### src/pkg/rbs_map.svh
// offsets, field positions and timing counts of the branch and bit-set unit
`ifndef RBS_MAP_SVH
`define RBS_MAP_SVH
`define RBS_JMP_TOP      5'h1a
`define RBS_SETB_TOP     4'h8
`define RBS_OFF_LSB      0
`define RBS_OFF_MSB      10
`define RBS_ADDR_MSB     7
`define RBS_ACC_BIT      8
`define RBS_BIT_LSB      9
`define RBS_BIT_MSB      11
`define RBS_ACCESS_BANK  4'h0
`define RBS_WORD_STEP    21'h000002
`define RBS_TGT_RESET    21'h000000
`define RBS_JMP_CYCLES   2
`define RBS_Q_PHASES     4
`endif

### src/pkg/rbs_pkg.sv
// types shared by the branch and bit-set unit
package rbs_pkg;
    typedef enum logic [1:0] {
        RBS_Q1 = 2'b00,
        RBS_Q2 = 2'b01,
        RBS_Q3 = 2'b10,
        RBS_Q4 = 2'b11
    } rbs_phase_e;
    typedef enum logic [0:0] {
        RBS_RUN   = 1'b0,
        RBS_FLUSH = 1'b1
    } rbs_state_e;
    typedef struct packed {
        logic        we;
        logic [11:0] addr;
        logic [7:0]  data;
    } rbs_dwrite_s;
endpackage

### src/core/rbs_exec.sv
// execution of the relative branch and single-bit set instructions
`timescale 1ns/1ps
`default_nettype none
`include "rbs_map.svh"

// How it works
// (RQ1) branch opcode 11010, 11-bit signed offset
// (RQ2) offset applies to already advanced counter
// (RQ3) target is branch address plus 2 plus 2n
// (RQ4) branch takes two cycles, second flushed
// (RQ5) bit set: read, force bit, write, one cycle
module rbs_exec #(
    parameter int ADDR_W = 21
) (
    // clock and reset
    input  wire logic                ref_clk,
    input  wire logic                rst,
    // instruction from fetch; counter already points past it
    input  wire logic                instr_valid,
    input  wire logic [15:0]         instr,
    input  wire logic [ADDR_W-1:0]   program_counter,
    // bank for a set access flag and data memory read port
    input  wire logic [3:0]          bank_select_value,
    output logic      [11:0]         rd_addr,
    input  wire logic [7:0]          rd_data,
    // results
    output logic                     jump_load,
    output logic      [ADDR_W-1:0]   jump_target,
    output logic                     flush,
    output var rbs_pkg::rbs_dwrite_s dwrite,
    output var rbs_pkg::rbs_phase_e  phase
);

    // the doubled 11-bit offset needs 12 bits plus a sign bit above them
    if (ADDR_W < 13) begin : g_bad_width
        $error("ADDR_W below 13 cannot hold the doubled offset");
    end

    rbs_pkg::rbs_phase_e phase_q;
    rbs_pkg::rbs_phase_e phase_d;
    rbs_pkg::rbs_state_e state_q;
    logic [7:0]          rd_latch_q;
    logic [7:0]          set_mask;

    // phase and slot decode
    wire logic running  = (state_q == rbs_pkg::RBS_RUN);
    wire logic end_q4   = (phase_q == rbs_pkg::RBS_Q4);
    wire logic rd_phase = (phase_q == rbs_pkg::RBS_Q2);

    // opcode decode; a flushed slot decodes nothing
    wire logic is_branch = instr_valid && running
                           && (instr[15:11] == `RBS_JMP_TOP); // RQ1
    wire logic is_setbit = instr_valid && running
                           && (instr[15:12] == `RBS_SETB_TOP); // RQ5
    wire logic take_jump = end_q4 && is_branch;
    wire logic take_set  = end_q4 && is_setbit;

    // branch target
    wire logic [10:0] offs = instr[`RBS_OFF_MSB:`RBS_OFF_LSB]; // RQ1
    // sign-extend and double: word offset becomes byte displacement
    wire logic [ADDR_W-1:0] disp = {{(ADDR_W-12){offs[10]}},
                                    offs, 1'b0}; // RQ3
    // counter already passed the branch word, so no extra step here;
    // the sum wraps at the top of the address space on purpose
    wire logic [ADDR_W-1:0] target
        = ADDR_W'(program_counter + disp); // RQ2

    // register address and bit select of the bit set
    wire logic [3:0] bank = instr[`RBS_ACC_BIT] ? bank_select_value
                                                : `RBS_ACCESS_BANK; // RQ5
    wire logic [2:0] bitsel = instr[`RBS_BIT_MSB:`RBS_BIT_LSB];

    // one-hot mask of the bit to force
    genvar b;
    for (b = 0; b < 8; b++) begin : g_mask
        assign set_mask[b] = (bitsel == 3'(b)); // RQ5
    end
    wire logic [7:0] set_value = rd_latch_q | set_mask; // RQ5

    assign rd_addr = {bank, instr[`RBS_ADDR_MSB:0]};
    assign phase   = phase_q;
    assign flush   = !running;
    assign phase_d = rbs_pkg::rbs_phase_e'(2'(phase_q + 2'h1));

    always_ff @(posedge ref_clk) begin
        if (rst) begin
            phase_q <= rbs_pkg::RBS_Q1;
        end else begin
            phase_q <= phase_d;
        end
    end

    // Q2 samples the register so that Q4 can write it back; the memory
    // must answer within the same cycle, there is no wait state
    always_ff @(posedge ref_clk) begin
        if (rst) begin
            rd_latch_q <= 8'h00;
        end else if (rd_phase) begin
            rd_latch_q <= rd_data; // RQ5
        end
    end

    // a taken branch turns the next instruction cycle into a no-op,
    // since the word fetched behind it is the wrong one
    always_ff @(posedge ref_clk) begin
        if (rst) begin
            state_q <= rbs_pkg::RBS_RUN;
        end else if (end_q4) begin
            case (state_q)
                rbs_pkg::RBS_RUN: begin
                    if (is_branch) begin
                        state_q <= rbs_pkg::RBS_FLUSH; // RQ4
                    end
                end
                rbs_pkg::RBS_FLUSH: begin
                    state_q <= rbs_pkg::RBS_RUN; // RQ4
                end
                default: begin
                    state_q <= rbs_pkg::RBS_RUN;
                end
            endcase
        end
    end

    // target stands until the next branch
    always_ff @(posedge ref_clk) begin
        if (rst) begin
            jump_load   <= 1'b0;
            jump_target <= ADDR_W'(`RBS_TGT_RESET);
        end else begin
            jump_load <= take_jump; // RQ4
            if (take_jump) begin
                jump_target <= target; // RQ3
            end
        end
    end

    // address and data stand until the next bit set
    always_ff @(posedge ref_clk) begin
        if (rst) begin
            dwrite <= '0;
        end else begin
            dwrite.we <= take_set; // RQ5
            if (take_set) begin
                dwrite.addr <= rd_addr;
                dwrite.data <= set_value; // RQ5
            end
        end
    end

    // branch checks
    AST_JUMP_TARGET: assert property (@(posedge ref_clk) disable iff (rst)
        take_jump |=> jump_load
            && jump_target == ADDR_W'($past(program_counter)
                + {{(ADDR_W-12){$past(instr[10])}},
                   $past(instr[10:0]), 1'b0})) // RQ3
        else $error("branch target wrong");
    AST_JUMP_TWO_CYCLES: assert property (@(posedge ref_clk)
        disable iff (rst) jump_load |-> flush ##4 !flush) // RQ4
        else $error("flush slot not one instruction cycle");
    AST_NO_JUMP_IN_FLUSH: assert property (@(posedge ref_clk)
        disable iff (rst) flush |=> !jump_load) // RQ4
        else $error("branch taken in flushed slot");
    AST_NO_WRITE_IN_FLUSH: assert property (@(posedge ref_clk)
        disable iff (rst) flush |=> !dwrite.we) // RQ4
        else $error("write in flushed slot");
    AST_OFF_NEG: assert property (@(posedge ref_clk) disable iff (rst)
        is_branch && offs[10]
            |-> ADDR_W'(program_counter - target)
                == {{(ADDR_W-12){1'b0}}, 11'(~offs + 11'h001),
                    1'b0}) // RQ1
        else $error("negative offset did not move backward");
    AST_OFF_POS: assert property (@(posedge ref_clk) disable iff (rst)
        is_branch && !offs[10]
            |-> ADDR_W'(target - program_counter)
                == {{(ADDR_W-11){1'b0}}, offs[9:0], 1'b0}) // RQ1
        else $error("positive offset did not move forward");
    AST_ZERO_OFF_BASE: assert property (@(posedge ref_clk)
        disable iff (rst)
        is_branch && offs == 11'h000 |-> target == program_counter) // RQ2
        else $error("zero offset must land after the branch");
    AST_LOAD_AT_Q1: assert property (@(posedge ref_clk) disable iff (rst)
        jump_load |-> phase_q == rbs_pkg::RBS_Q1) // RQ4
        else $error("counter load not at end of Q4");
    AST_TARGET_STANDS: assert property (@(posedge ref_clk)
        disable iff (rst) !jump_load |-> $stable(jump_target)) // RQ3
        else $error("target moved without a branch");

    // bit set checks
    AST_SET_BIT: assert property (@(posedge ref_clk) disable iff (rst)
        dwrite.we |-> dwrite.data[$past(bitsel)]) // RQ5
        else $error("selected bit not set");
    AST_SET_KEEP: assert property (@(posedge ref_clk) disable iff (rst)
        dwrite.we |-> (dwrite.data | (8'h01 << $past(bitsel)))
            == ($past(rd_latch_q) | (8'h01 << $past(bitsel)))) // RQ5
        else $error("other bits changed");
    AST_SET_ACCESS_BANK: assert property (@(posedge ref_clk)
        disable iff (rst) is_setbit && !instr[`RBS_ACC_BIT]
            |-> rd_addr[11:8] == `RBS_ACCESS_BANK) // RQ5
        else $error("access bank not used");
    AST_SET_SELECT_BANK: assert property (@(posedge ref_clk)
        disable iff (rst) is_setbit && instr[`RBS_ACC_BIT]
            |-> rd_addr[11:8] == bank_select_value) // RQ5
        else $error("selected bank not used");
    AST_SET_ONE: assert property (@(posedge ref_clk) disable iff (rst)
        dwrite.we |=> !dwrite.we) // RQ5
        else $error("bit set wrote twice");
    AST_WRITE_AT_Q1: assert property (@(posedge ref_clk) disable iff (rst)
        dwrite.we |-> phase_q == rbs_pkg::RBS_Q1) // RQ5
        else $error("write not at end of Q4");

    // phase and reset checks
    AST_PHASE_STEP: assert property (@(posedge ref_clk) disable iff (rst)
        !$past(rst) |-> phase_q == 2'($past(phase_q) + 2'h1)) // RQ4
        else $error("phase did not advance by one");
    AST_RESET_CLEARS: assert property (@(posedge ref_clk)
        rst |=> phase_q == rbs_pkg::RBS_Q1 && !jump_load
            && !dwrite.we && !flush) // RQ4
        else $error("reset left state behind");
endmodule
`default_nettype wire

### config.mk
export PLATFORM = sky130hd
export DESIGN_NAME = rbs_exec
export DESIGN_NICKNAME = d
export VERILOG_FILES = /design/src/pkg/rbs_pkg.sv /design/src/core/rbs_exec.sv
export VERILOG_INCLUDE_DIRS = /design/src /design/src/pkg
export SDC_FILE = /design/constraint.sdc
export NUM_CORES = 1
export LEC_CHECK = 0
export ABC_CLOCK_PERIOD_IN_PS = 2800
export BUFFER_PORTS_ARGS = -buffer_cell sky130_fd_sc_hd__buf_2
export CELL_PAD_IN_SITES_DETAIL_PLACEMENT = 0
export CELL_PAD_IN_SITES_GLOBAL_PLACEMENT = 1
export CORE_ASPECT_RATIO = 1.1
export CORE_UTILIZATION = 35
export CTS_CLUSTER_DIAMETER = 150
export DETAILED_ROUTE_END_ITERATION = 7
export PLACE_DENSITY = 0.75
export SETUP_SLACK_MARGIN = 0.5
export SLEW_MARGIN = 20
export SYNTH_ARGS = -nofsm -noshare
export SYNTH_HDL_FRONTEND = slang
export SYNTH_SLANG_ARGS = --single-unit
export TNS_END_PERCENT = 20
### constraint.sdc
create_clock -name ref_clk -period 2.8 [get_ports ref_clk]
set_clock_uncertainty 0.2 [all_clocks]
set_input_delay 0.28 -clock ref_clk [delete_from_list [all_inputs] [get_ports ref_clk]]
set_output_delay 0.28 -clock ref_clk [all_outputs]
set_load 0.02 [all_outputs]
After elaboration in Yosys (flattened, before gate mapping)
Cells that the tools add are included.
{"block": "word_totals", "register_bits": 54, "output_inout_bits": 58, "inputBits": 52}
{"block": "op_classes", "n_mux": 3, "n_addsub": 2, "eq_ne": 11, "bitwise": 2, "reduce_logical": 6}
{"operator": "$add A21 B21 Y21", "count": 1}
{"operator": "$eq A3 B3 Y1 const B", "count": 4}
{"operator": "$or A8 B8 Y8", "count": 1}
{"operator": "$eq A3 B2 Y1 const B", "count": 2}
{"operator": "$eq A5 B5 Y1 const B", "count": 1}
{"operator": "$logic_and A1 B1 Y1", "count": 5}
{"operator": "$eq A4 B4 Y1 const B", "count": 1}
{"operator": "$mux W4", "count": 1}
{"operator": "$eq A3 B1 Y1 const B", "count": 1}
{"operator": "$logic_not A3 Y1", "count": 1}
{"operator": "$add A2 B1 Y2 const B", "count": 1}
{"operator": "$eq A2 B1 Y1 const B", "count": 1}
{"operator": "$eq A2 B2 Y1 const B", "count": 1}
{"operator": "$pmux W1 S2", "count": 1}
{"operator": "$mux W1", "count": 1}
{"operator": "$not A1 Y1", "count": 1}

Longest topological paths before layout
Gate-level depths: netlist of run 1.
{"block": "logic_depth", "depth_word": 5, "ltp_mapped": 9, "ltp_nobuf": 9}

Least setup slack after synthesis of run 1
OpenSTA, ideal clock, no wires.
{"block": "synth_timing", "path_kind": "in2reg", "from": "input port instr[0]", "to": "register jump_target[19]", "setup_time_ps": 70, "n_path_buf": 0, "path_stages": 9, "slack_ps": 475, "arrival_ps": 2054, "path_cell_list": "ha_1 -> fa_1 -> a21o_1 -> a221oi_2 -> a21oi_1 -> a31oi_1 -> xnor2_1 -> nand2_1 -> a21oi_1"}
{"block": "synth_via", "elab_chain_len": 1}
{"item": "start, declared", "line_no": "rbs_exec.sv:20", "text": "input wire logic [15:0] instr,"}
{"item": "$add A21 B21 Y21", "line_no": "rbs_exec.sv:66", "text": "= ADDR_W'(program_counter + disp);"}
{"item": "end signal, assigned", "line_no": "rbs_exec.sv:129", "text": "jump_target <= ADDR_W'(`RBS_TGT_RESET);"}
{"item": "end signal, assigned", "line_no": "rbs_exec.sv:133", "text": "jump_target <= target;"}
{"item": "end, declared", "line_no": "rbs_exec.sv:28", "text": "output logic [ADDR_W-1:0] jump_target,"}
No other way between the ends.
A chain may end at the register's enable or synchronous reset.

Worst setup path after layout of run 1
Ends and elaborated chain as after synthesis.

==> results.txt, run 1 <==
The flow ran to the end, and the final reports show no timing, DRC or antenna violations. The number of nets in the synthesized netlist is 434. 110 I/O pins were placed. The critical path's top delay family was compound AO/OA/AOI/OAI gates. Delay of the slowest critical-path stage: 400 ps. The synthesized netlist occupies a cell area of 2980 um^2. The buffer levels on the longest clock path was 2. By count the netlist is led by nand2_1 (64), dfxtp_1 (54), a21oi_1 (39). For this design, the slowest cell found on the critical path is fa_1. After synthesis, the netlist uses 48 different library cells. The total die area was 8870 um^2. After the first detailed-routing iteration, the DRC count stood at 93. For this block, the routed nets add up to 7950 um of wire. In this run the remaining antenna-violating nets after routing total 0. Power spread over the standard cell area amounts to 430 nW/um^2. The most used flip-flop cell after synthesis was dfxtp_1. The largest net degree at the start of global routing came out at 36.

Synthesis handed over a netlist of 360 instances. Setup violations remaining at the end of the flow were counted as 0. After detailed routing, the number of remaining DRC violations is 0. The run gives 45.7% as the final standard cell utilization of the core. Summed over all layers, the global routing overflow is 0.

Leading area contributor after synthesis: dfxtp_1. The count of endpoints failing hold in the final timing report was 0; the cell count after placement was 557. The clock net in this run drives a total of 54 sinks. The tools report the worst max-slew margin expressed relative to the limit as 67.3%. In the post-synthesis netlist, the biggest area contributors are dfxtp_1 (36%), ha_1 (8.8%), nand2_1 (8.1%), a21oi_1 (6.6%), nor2_1 (4.0%). STA classifies the critical path endpoint as a flop. The number of storage elements in the synthesis netlist is 54, and the switching power total is 0.000478 W. The register area is 1080 um^2, and the maximum vdd drop is 0.000226 V.

Routability-driven placement finished with a final weighted congestion of 0.853. Yosys printed 0 warnings. For the setup total negative slack, the log shows 0 ps. The tightest min-delay check is of the in2reg type. Worst hold slack: 12.3 ps. Detail-routed via count per cell: 5.08.

The synthesized area per cell was 8.26 um^2. The tools report the wire length of the first global-routing pass as 13000 um. For the max-slew violation count, the log shows 0.

The count of antenna diodes in the layout was 0. The class of the most critical setup path is in2reg. The sum of buffers and inverters on the critical path is 1, and the transition time at the pin with the least slew margin is 491 ps.

In the final routed layout, each cell accounts on average for 14.0 um. The initial antenna violation count is 1, and the die span in y is 98.7 um. The pre-antenna-repair detailed-routing pass consisted of 4 iterations.

In this run the core area contains 34 standard-cell rows. Data on the critical path arrives at its endpoint at 2260 ps. nand2_1 is the most common cell in the netlist.

Global routing used 18.0% of the available tracks. The share of synthesized registers carrying an async set or reset is 0%. Clock-pin slew was measured on the worst setup and hold paths at 100 ps. The signal on the critical path passes through buf_2 > ha_1 > fa_1 > a21o_1 > a221oi_4 > a21oi_2 > a31oi_1 > xnor2_1 > nand2_1 > a21oi_1.

Yosys mapped a number of flops with a built-in enable equal to 0. Number of maximum-capacitance constraint violations: 0. Cell internal power was estimated by the tool at 0.00111 W. After synthesis, the largest area contributor takes up 36.3% of total cell area.

Setup repair after global routing could not meet its margin everywhere. After filler insertion, the fill cell instance count of the layout stands at 862. The tools report the combined area of the multi-input logic cells as 1750 um^2. TritonCTS built the clock tree. Combinational cells account for 23.2% of the total power. The net count of the finished layout is 534. Cells with a size suffix above 1 make up 29.8% of the layout. The nature of the critical path startpoint is a primary input. The non-filler instance count after layout is 568. The HPWL after detailed placement is 6070 um.

For this configuration, the core starts out at a cell density of 36.8%. In this run, CTS created clock tree buffers numbering 5. The final worst setup slack came out at 577 ps.

The CTS root buffer is clkbuf_8. Registers are responsible for 49.4% of the overall power. The clock period could shrink to 2220 ps.

The latest clock arrival within the worst-skew pair came out at 300 ps. The leakage power total is 1.67 nW. Compared with the post-synthesis result, the final layout area differs by 24.3%. After layout, the worst path uses 79.4% of the clock period. For this block, the via count after detailed routing is 2884.

Per report_power, the clock group accounts for 27.4% of the total. STA puts the critical path data required time at 2840 ps. The net switching fraction of the power works out to 30.1%. The number of global-route vias before repair was 2737; the maximum frequency from static timing analysis was 450 MHz. In this run the worst path has a maximum fanout of 3.

Placeable core area: 8080 um^2. The count of input and output buffers came out at 109. Sequential elements use 36.3% of the synthesized area. In this run the number of H-tree levels came out at 2. The die is 89.9 um wide.

OpenSTA, run right after detailed placement, puts the worst setup slack at 244 ps.
## placed cells by master (no fill, tap or decap), types with 2 or more instances in the layout
| master | synthesis | layout |
|---|---|---|
| a31oi_1 | 7 | 7 |
| dfxtp_1 | 54 | 54 |
| a311oi_1 | 5 | 5 |
| o21ai_1 | 2 | 2 |
| o21ai_0 | 6 | 6 |
| and3_1 | 5 | 5 |
| a21o_1 | 10 | 10 |
| xnor2_1 | 13 | 13 |
| mux2i_1 | 10 | 10 |
| nor3_1 | 9 | 9 |
| a211oi_1 | 5 | 5 |
| o211ai_1 | 2 | 2 |
| nand4_1 | 4 | 4 |
| nand3_1 | 6 | 6 |
| a21oi_2 | 1 | 2 |
| a221o_1 | 2 | 2 |
| nand2_1 | 64 | 63 |
| a21oi_1 | 39 | 38 |
| and2_1 | 6 | 6 |
| buf_4 | 9 | 10 |
| xor2_1 | 3 | 3 |
| ha_1 | 21 | 21 |
| clkbuf_8 | 0 | 5 |
| inv_1 | 5 | 5 |
| buf_2 | 0 | 109 |
| nor2_1 | 32 | 32 |
## power groups by stage
stage / logic, W / clock network, W / registers (W)
floorplan: 0.000253 / 0 / 0.000806
global placement: 0.000365 / 0 / 0.000803
detailed placement: 0.000368 / 0 / 0.000803
CTS: 0.000371 / 0.000463 / 0.000786
global route: 0.000407 / 0.000485 / 0.000788
finish: 0.000368 / 0.000436 / 0.000786
## metal layers
metal | track usage, % | vias up | part of all wire [%]
li1 | - | 1463 | -
met1 | 22.8 | 1314 | 46
met2 | 30.5 | 94 | 47
met3 | 3.63 | 11 | 5.2
met4 | 6.58 | 2 | 1.7
met5 | 0 | - | 0.16
## worst paths after layout
| check | start | endpoint | slack, ps | cells after the start |
|---|---|---|---|---|
| max reg2reg | phase[0] | jump_target[14] | 710 | 8 |
| min | rd_data[0] | rd_latch_q[0] | 10 | 3 |
| max | instr[0] | jump_target[19] | 580 | 10 |
| min reg2reg | jump_target[7] | jump_target[7] | 250 | 2 |
## tightest hold or removal path, delay by kind of cell
family / cells / cell delay, ps
AND/OR/NAND/NOR: 1 / 70
multiplexers: 1 / 60
buffers and inverters: 1 / 70
## state kept, by name, summed over array words and instances, names as in the netlist
register / count
rd_latch_q: 8
flush: 1
jump_target: 21
dwrite: 21
jump_load: 1
phase: 2
## metrics by stage
stage	total power, W	cell area [um^2]
floorplan	0.00106	2990
global placement	0.00117	3580
detailed placement	0.00117	3580
CTS	0.00162	3690
global route	0.00168	3700
finish	0.00159	3700
## what timing repair did
action / CTS / global route
hold buffers: 1 / 0
hold endpoints to repair: 1 / 0
setup endpoints to repair: 1 / 13
pin swaps: 1 / 0
gates resized for setup: 0 / 1
setup buffers: 3 / 0
## area by class of cell
cell class / count / share of cell area [%]
multi-input combinational: 274 / 47.3
sequential: 54 / 29.2
timing repair buffer: 120 / 17.1
tap: 108 / 3.65
clock buffer: 5 / 1.86
inverter: 5 / 0.508
clock inverter: 2 / 0.372
## cell families after synthesis
family / synth area share (%)
adder cells (fa/ha/maj): 9.50
multiplexers: 3.36
AND/OR/NAND/NOR: 20.0
AO/OA/AOI/OAI: 20.4
flip-flops: 36.3
XOR/XNOR: 4.71
buffers and inverters: 5.68
No activity file was read; power rests on OpenSTA's default activity.
==> run 2: changes to the inputs <==
--- a/config.mk
+++ b/config.mk
@@ -6,7 +6,8 @@
 export SDC_FILE = /design/constraint.sdc
 export NUM_CORES = 1
 export LEC_CHECK = 0
-export ABC_CLOCK_PERIOD_IN_PS = 2800
+export ABC_AREA = 1
+export ABC_CLOCK_PERIOD_IN_PS = 2200
 export BUFFER_PORTS_ARGS = -buffer_cell sky130_fd_sc_hd__buf_2
 export CELL_PAD_IN_SITES_DETAIL_PLACEMENT = 0
 export CELL_PAD_IN_SITES_GLOBAL_PLACEMENT = 1
@@ -14,7 +15,7 @@
 export CORE_UTILIZATION = 35
 export CTS_CLUSTER_DIAMETER = 150
 export DETAILED_ROUTE_END_ITERATION = 7
-export PLACE_DENSITY = 0.75
+export PLACE_DENSITY = 0.76
 export SETUP_SLACK_MARGIN = 0.5
 export SLEW_MARGIN = 20
 export SYNTH_ARGS = -nofsm -noshare
==> constraint.sdc (replaced) <==
create_clock -name ref_clk -period 2.2 [get_ports ref_clk]
set_clock_uncertainty 0.2 [all_clocks]
set_input_delay 0.22 -clock ref_clk [delete_from_list [all_inputs] [get_ports ref_clk]]
set_output_delay 0.22 -clock ref_clk [all_outputs]
set_load 0.02 [all_outputs]
==> results.txt, run 2 <==
The total number of yosys warnings came out at 0 (unchanged). The tools report the number of H-tree levels as 2 (unchanged). Sorting the synthesized cells by how often they occur yields nor2_1 (97), nand2_1 (93), inv_1 (59).

The total overflow reported by the global router is 0 (unchanged). The logs give 2 (unchanged) for the buffer levels on the longest clock path and 0.829 (-2.7%) for the routability congestion estimate. Sorting the synthesized cells by area gives the leading types as dfxtp_1 (33%), nor2_1 (11%), nand2_1 (11%), ha_1 (7.9%), inv_1 (6.7%).

The count of input and output buffers is 109 (unchanged). The leading area contributor after synthesis was dfxtp_1. The critical path's top delay family is simple AND/OR/NAND/NOR gates. The worst hold path depth is 3 (unchanged), and the required time of the critical path is 2230 ps (-610 ps). The total die area was 9890 um^2 (+11%).

The worst max-slew margin expressed relative to the limit is 73.3% (+6.0 points). The run finished with clean final reports. The clock transition at the registers of the reported paths was 110 ps (about the same); the DRC marker count from the first detailed-route iteration was 92 (-1.1%). The number of distinct library cell variants in the gate-level netlist after synthesis was 33 (-31%); the overall die width was 94.9 um (+5.6%). The synthesized net count was 570 (+31%).

Setup total negative slack: 0 ps (unchanged). The share of synthesized registers carrying an async set or reset works out to 0% (unchanged). The number of I/O pins was 110 (unchanged); the wire length of the first global-routing pass was 14800 um (+14%). Setup repair after global routing could not meet its margin everywhere. The total number of nets in the final design was 696 (+30%); the number of instances in the synthesized netlist was 496 (+38%).

The detail-routed via count per cell was 4.65 (-8.4%); the wire length reported by the detailed router was 9350 um (+18%). Counting I/O delays and the setup requirement, the final critical path takes 1640 ps. For the starting density of the core, the log shows 36.7% (-0.092 points).

The cell with the most instances after synthesis was nor2_1. The areal power density over the cells is 491 nW/um^2 (+14%). In the layout the commonest cells are buf_2 (109), nor2_1 (97), nand2_1 (92).

The sum of buffers and inverters on the critical path works out to 2 (+1). The first-pass iteration count of the detailed router was 4 (unchanged). The number of storage elements in the synthesis netlist works out to 54 (unchanged). The worst hold path terminates at dwrite[8]. For the non-filler instance count after layout, the log shows 736 (+30%).

On the critical path, the stage with the largest delay is an instance of fa_2. The total number of placement rows is 36 (+5.9%). In this run the critical register-to-register path is captured at dwrite[3]. The initial antenna violation count was 0 (-1). The nature of the critical path startpoint is a primary input. The cell count after placement was 705 (+27%).

The most numerous cell type found on the critical path is nand2_1. Die span in y: 104 um (+5.6%). The depth of the most critical reg-to-reg path was 7 (-1). The power consumption was 0.00215 W (+35%).

The overall global routing resource usage came out at 19.1% (+1.1 points). The logs give 957 (+11%) for the fill cell instance count of the final layout and 32.5% (-3.8 points) for the part of the Yosys area used for sequential elements. DRC violations left: 0 (unchanged). Traced cell by cell, the critical path runs through buf_2 > ha_4 > fa_2 > nand3_2 > nand3_2 > nand2_1 > nand2_1 > nand2_1 > nand2_1 > nand2_1 > nand3_1 > nand2_1 > inv_1. The arrival time of the worst setup path is 1660 ps (-600 ps), and the transition time at the pin with the least slew margin is 400 ps (-90.5 ps). In the final layout, the registers with the most flip-flops are dwrite: 21 flops, jump_target: 21 flops, rd_latch_q: 8 flops.

The worst setup path is captured at a flop. The worst hold path begins at instr[0]. The placeable core area is 9050 um^2 (+12%), and the count of antenna diodes in the layout is 0 (unchanged).

The root buffer cell chosen for the clock tree is clkbuf_8. For the detailed-route via count, the log shows 3422 (+19%). The most common library cell in the layout ignoring fill and taps is buf_2.

The latest clock arrival within the worst-skew pair was 310 ps (about the same); the number of maximum-capacitance constraint violations was 0 (unchanged). The number of nets still failing antenna checks after routing is 0 (unchanged), and the number of flops mapped to enable cells by yosys is 0 (unchanged). The total of endpoints with negative setup slack in the final report is 0 (unchanged).

The tools report the number of global-route vias before repair as 3175 (+16%). The share of post-route cells with drive strength above 1 came out at 29.6% (-0.20 points). Relative to the synthesized area, the layout overhead comes to 32.0%. The post-route clock period utilization was 74.4%; the max-slew violation count was 0 (unchanged).

The leakage power total came out at 2.37 nW (+42%). The fraction of synthesized cell area taken by the top area cell type came out at 32.5% (-3.8 points). The netlist area before placement is 3320 um^2 (+12%). Tracing the worst setup path back leads to its startpoint at instr[0]. The maximum vdd drop is 0.000255 V (+13%). The worst register-to-register path begins at phase[0]. TritonCTS built the clock tree.

The half-perimeter wire length after placement was 7190 um (+18%). The tools report the final standard cell utilization of the core as 48.5% (+2.7 points). For this run, the top clock speed supported by timing is 611 MHz. The CTS buffer count is 5 (unchanged). For this run, the leading register cell type out of synthesis is dfxtp_1.

The largest net degree at the start of global routing was 21 (-42%); the maximum fanout along the worst path was 4 (+1). The clock sink count was 54 (unchanged). The wire length per cell is 12.7 um (-9.2%), and the reg2reg setup slack is 610 ps (-100 ps). The tools report the count of endpoints failing hold in the final timing report as 0 (unchanged). The delay of the slowest critical-path stage came out at 380 ps (-20 ps).

The tightest min-delay check is of the in2reg type. Synthesized area per cell: 6.70 um^2 (-19%). The class of the most critical setup path was in2reg.
-- run 2: power breakdown --
group          total, W  leakage (nW)  switching (W)  internal [W]
Clock          0.000593        0.0450       0.000365      0.000228
Combinational  0.000554          1.89       0.000328      0.000226
Sequential      0.00101         0.438      0.0000111      0.000996
Total           0.00215          2.37       0.000704       0.00145
-- run 2: layout make-up --
class / instances / area (um^2) / area share (%)
clock buffers: 5 / 68.8 / 1.57
clock inverters: 2 / 17.5 / 0.399
repair buffers: 139 / 828 / 18.9
multi-input cells: 355 / 1990 / 45.3
inverters: 66 / 253 / 5.76
repair inverters: 1 / 5.00 / 0.114
flip-flops and latches: 54 / 1090 / 24.8
well taps: 114 / 143 / 3.25
-- run 2: repair_timing --
item                                    in CTS  in global routing
gates cloned                                 0                  2
hold buffers                                17                  0
setup buffers                                0                  5
gates resized for setup                      6                 25
pin swaps                                    0                  1
endpoints found under the hold margin       17                  0
endpoints found under the setup margin      35                 40
-- run 2: logic make-up (layout without fill, tap and decap cells) --
family          after synthesis  in the layout  synth area share [%]
buf+inv                      87            213                  11.9
xor+xnor                      9              9                  2.37
fa+ha+maj                    22             22                  8.51
flops                        54             54                  32.5
compound gates               77             77                  12.5
simple gates                247            247                  32.3
-- run 2: per-layer routing --
layer / GRT usage, % / up-vias / part of all wire (%)
li1: - / 1807 / -
met1: 24.9 / 1535 / 47
met2: 31.9 / 68 / 48
met3: 3.29 / 12 / 3.9
met4: 5.09 / 0 / 1.4
met5: 0 / - / 0
-- run 2: through the flow --
step	worst slack (ps)	hold WS, ps	cell area, um^2
after floorplan	521	155	3350
final	562	9.71	4390
after CTS	474	6.71	4210
after global routing	418	15.4	4390
after detailed placement	163	249	3940
after global placement	179	242	3940
-- run 2: worst max path at each step --
stage | end | slack (ps) | cells past startpoint
after floorplan | dwrite[6] | 520 | 7
after global placement | jump_target[13] | 180 | 13
after detailed placement | jump_target[14] | 160 | 11
after CTS | dwrite[7] | 470 | 6
after global routing | jump_target[13] | 420 | 13
final | jump_target[13] | 560 | 13
-- run 2: worst min-delay path, cell delays in order --
cell and delay (ps):
buf_2 120, nor2_1 50, nor2_1 90
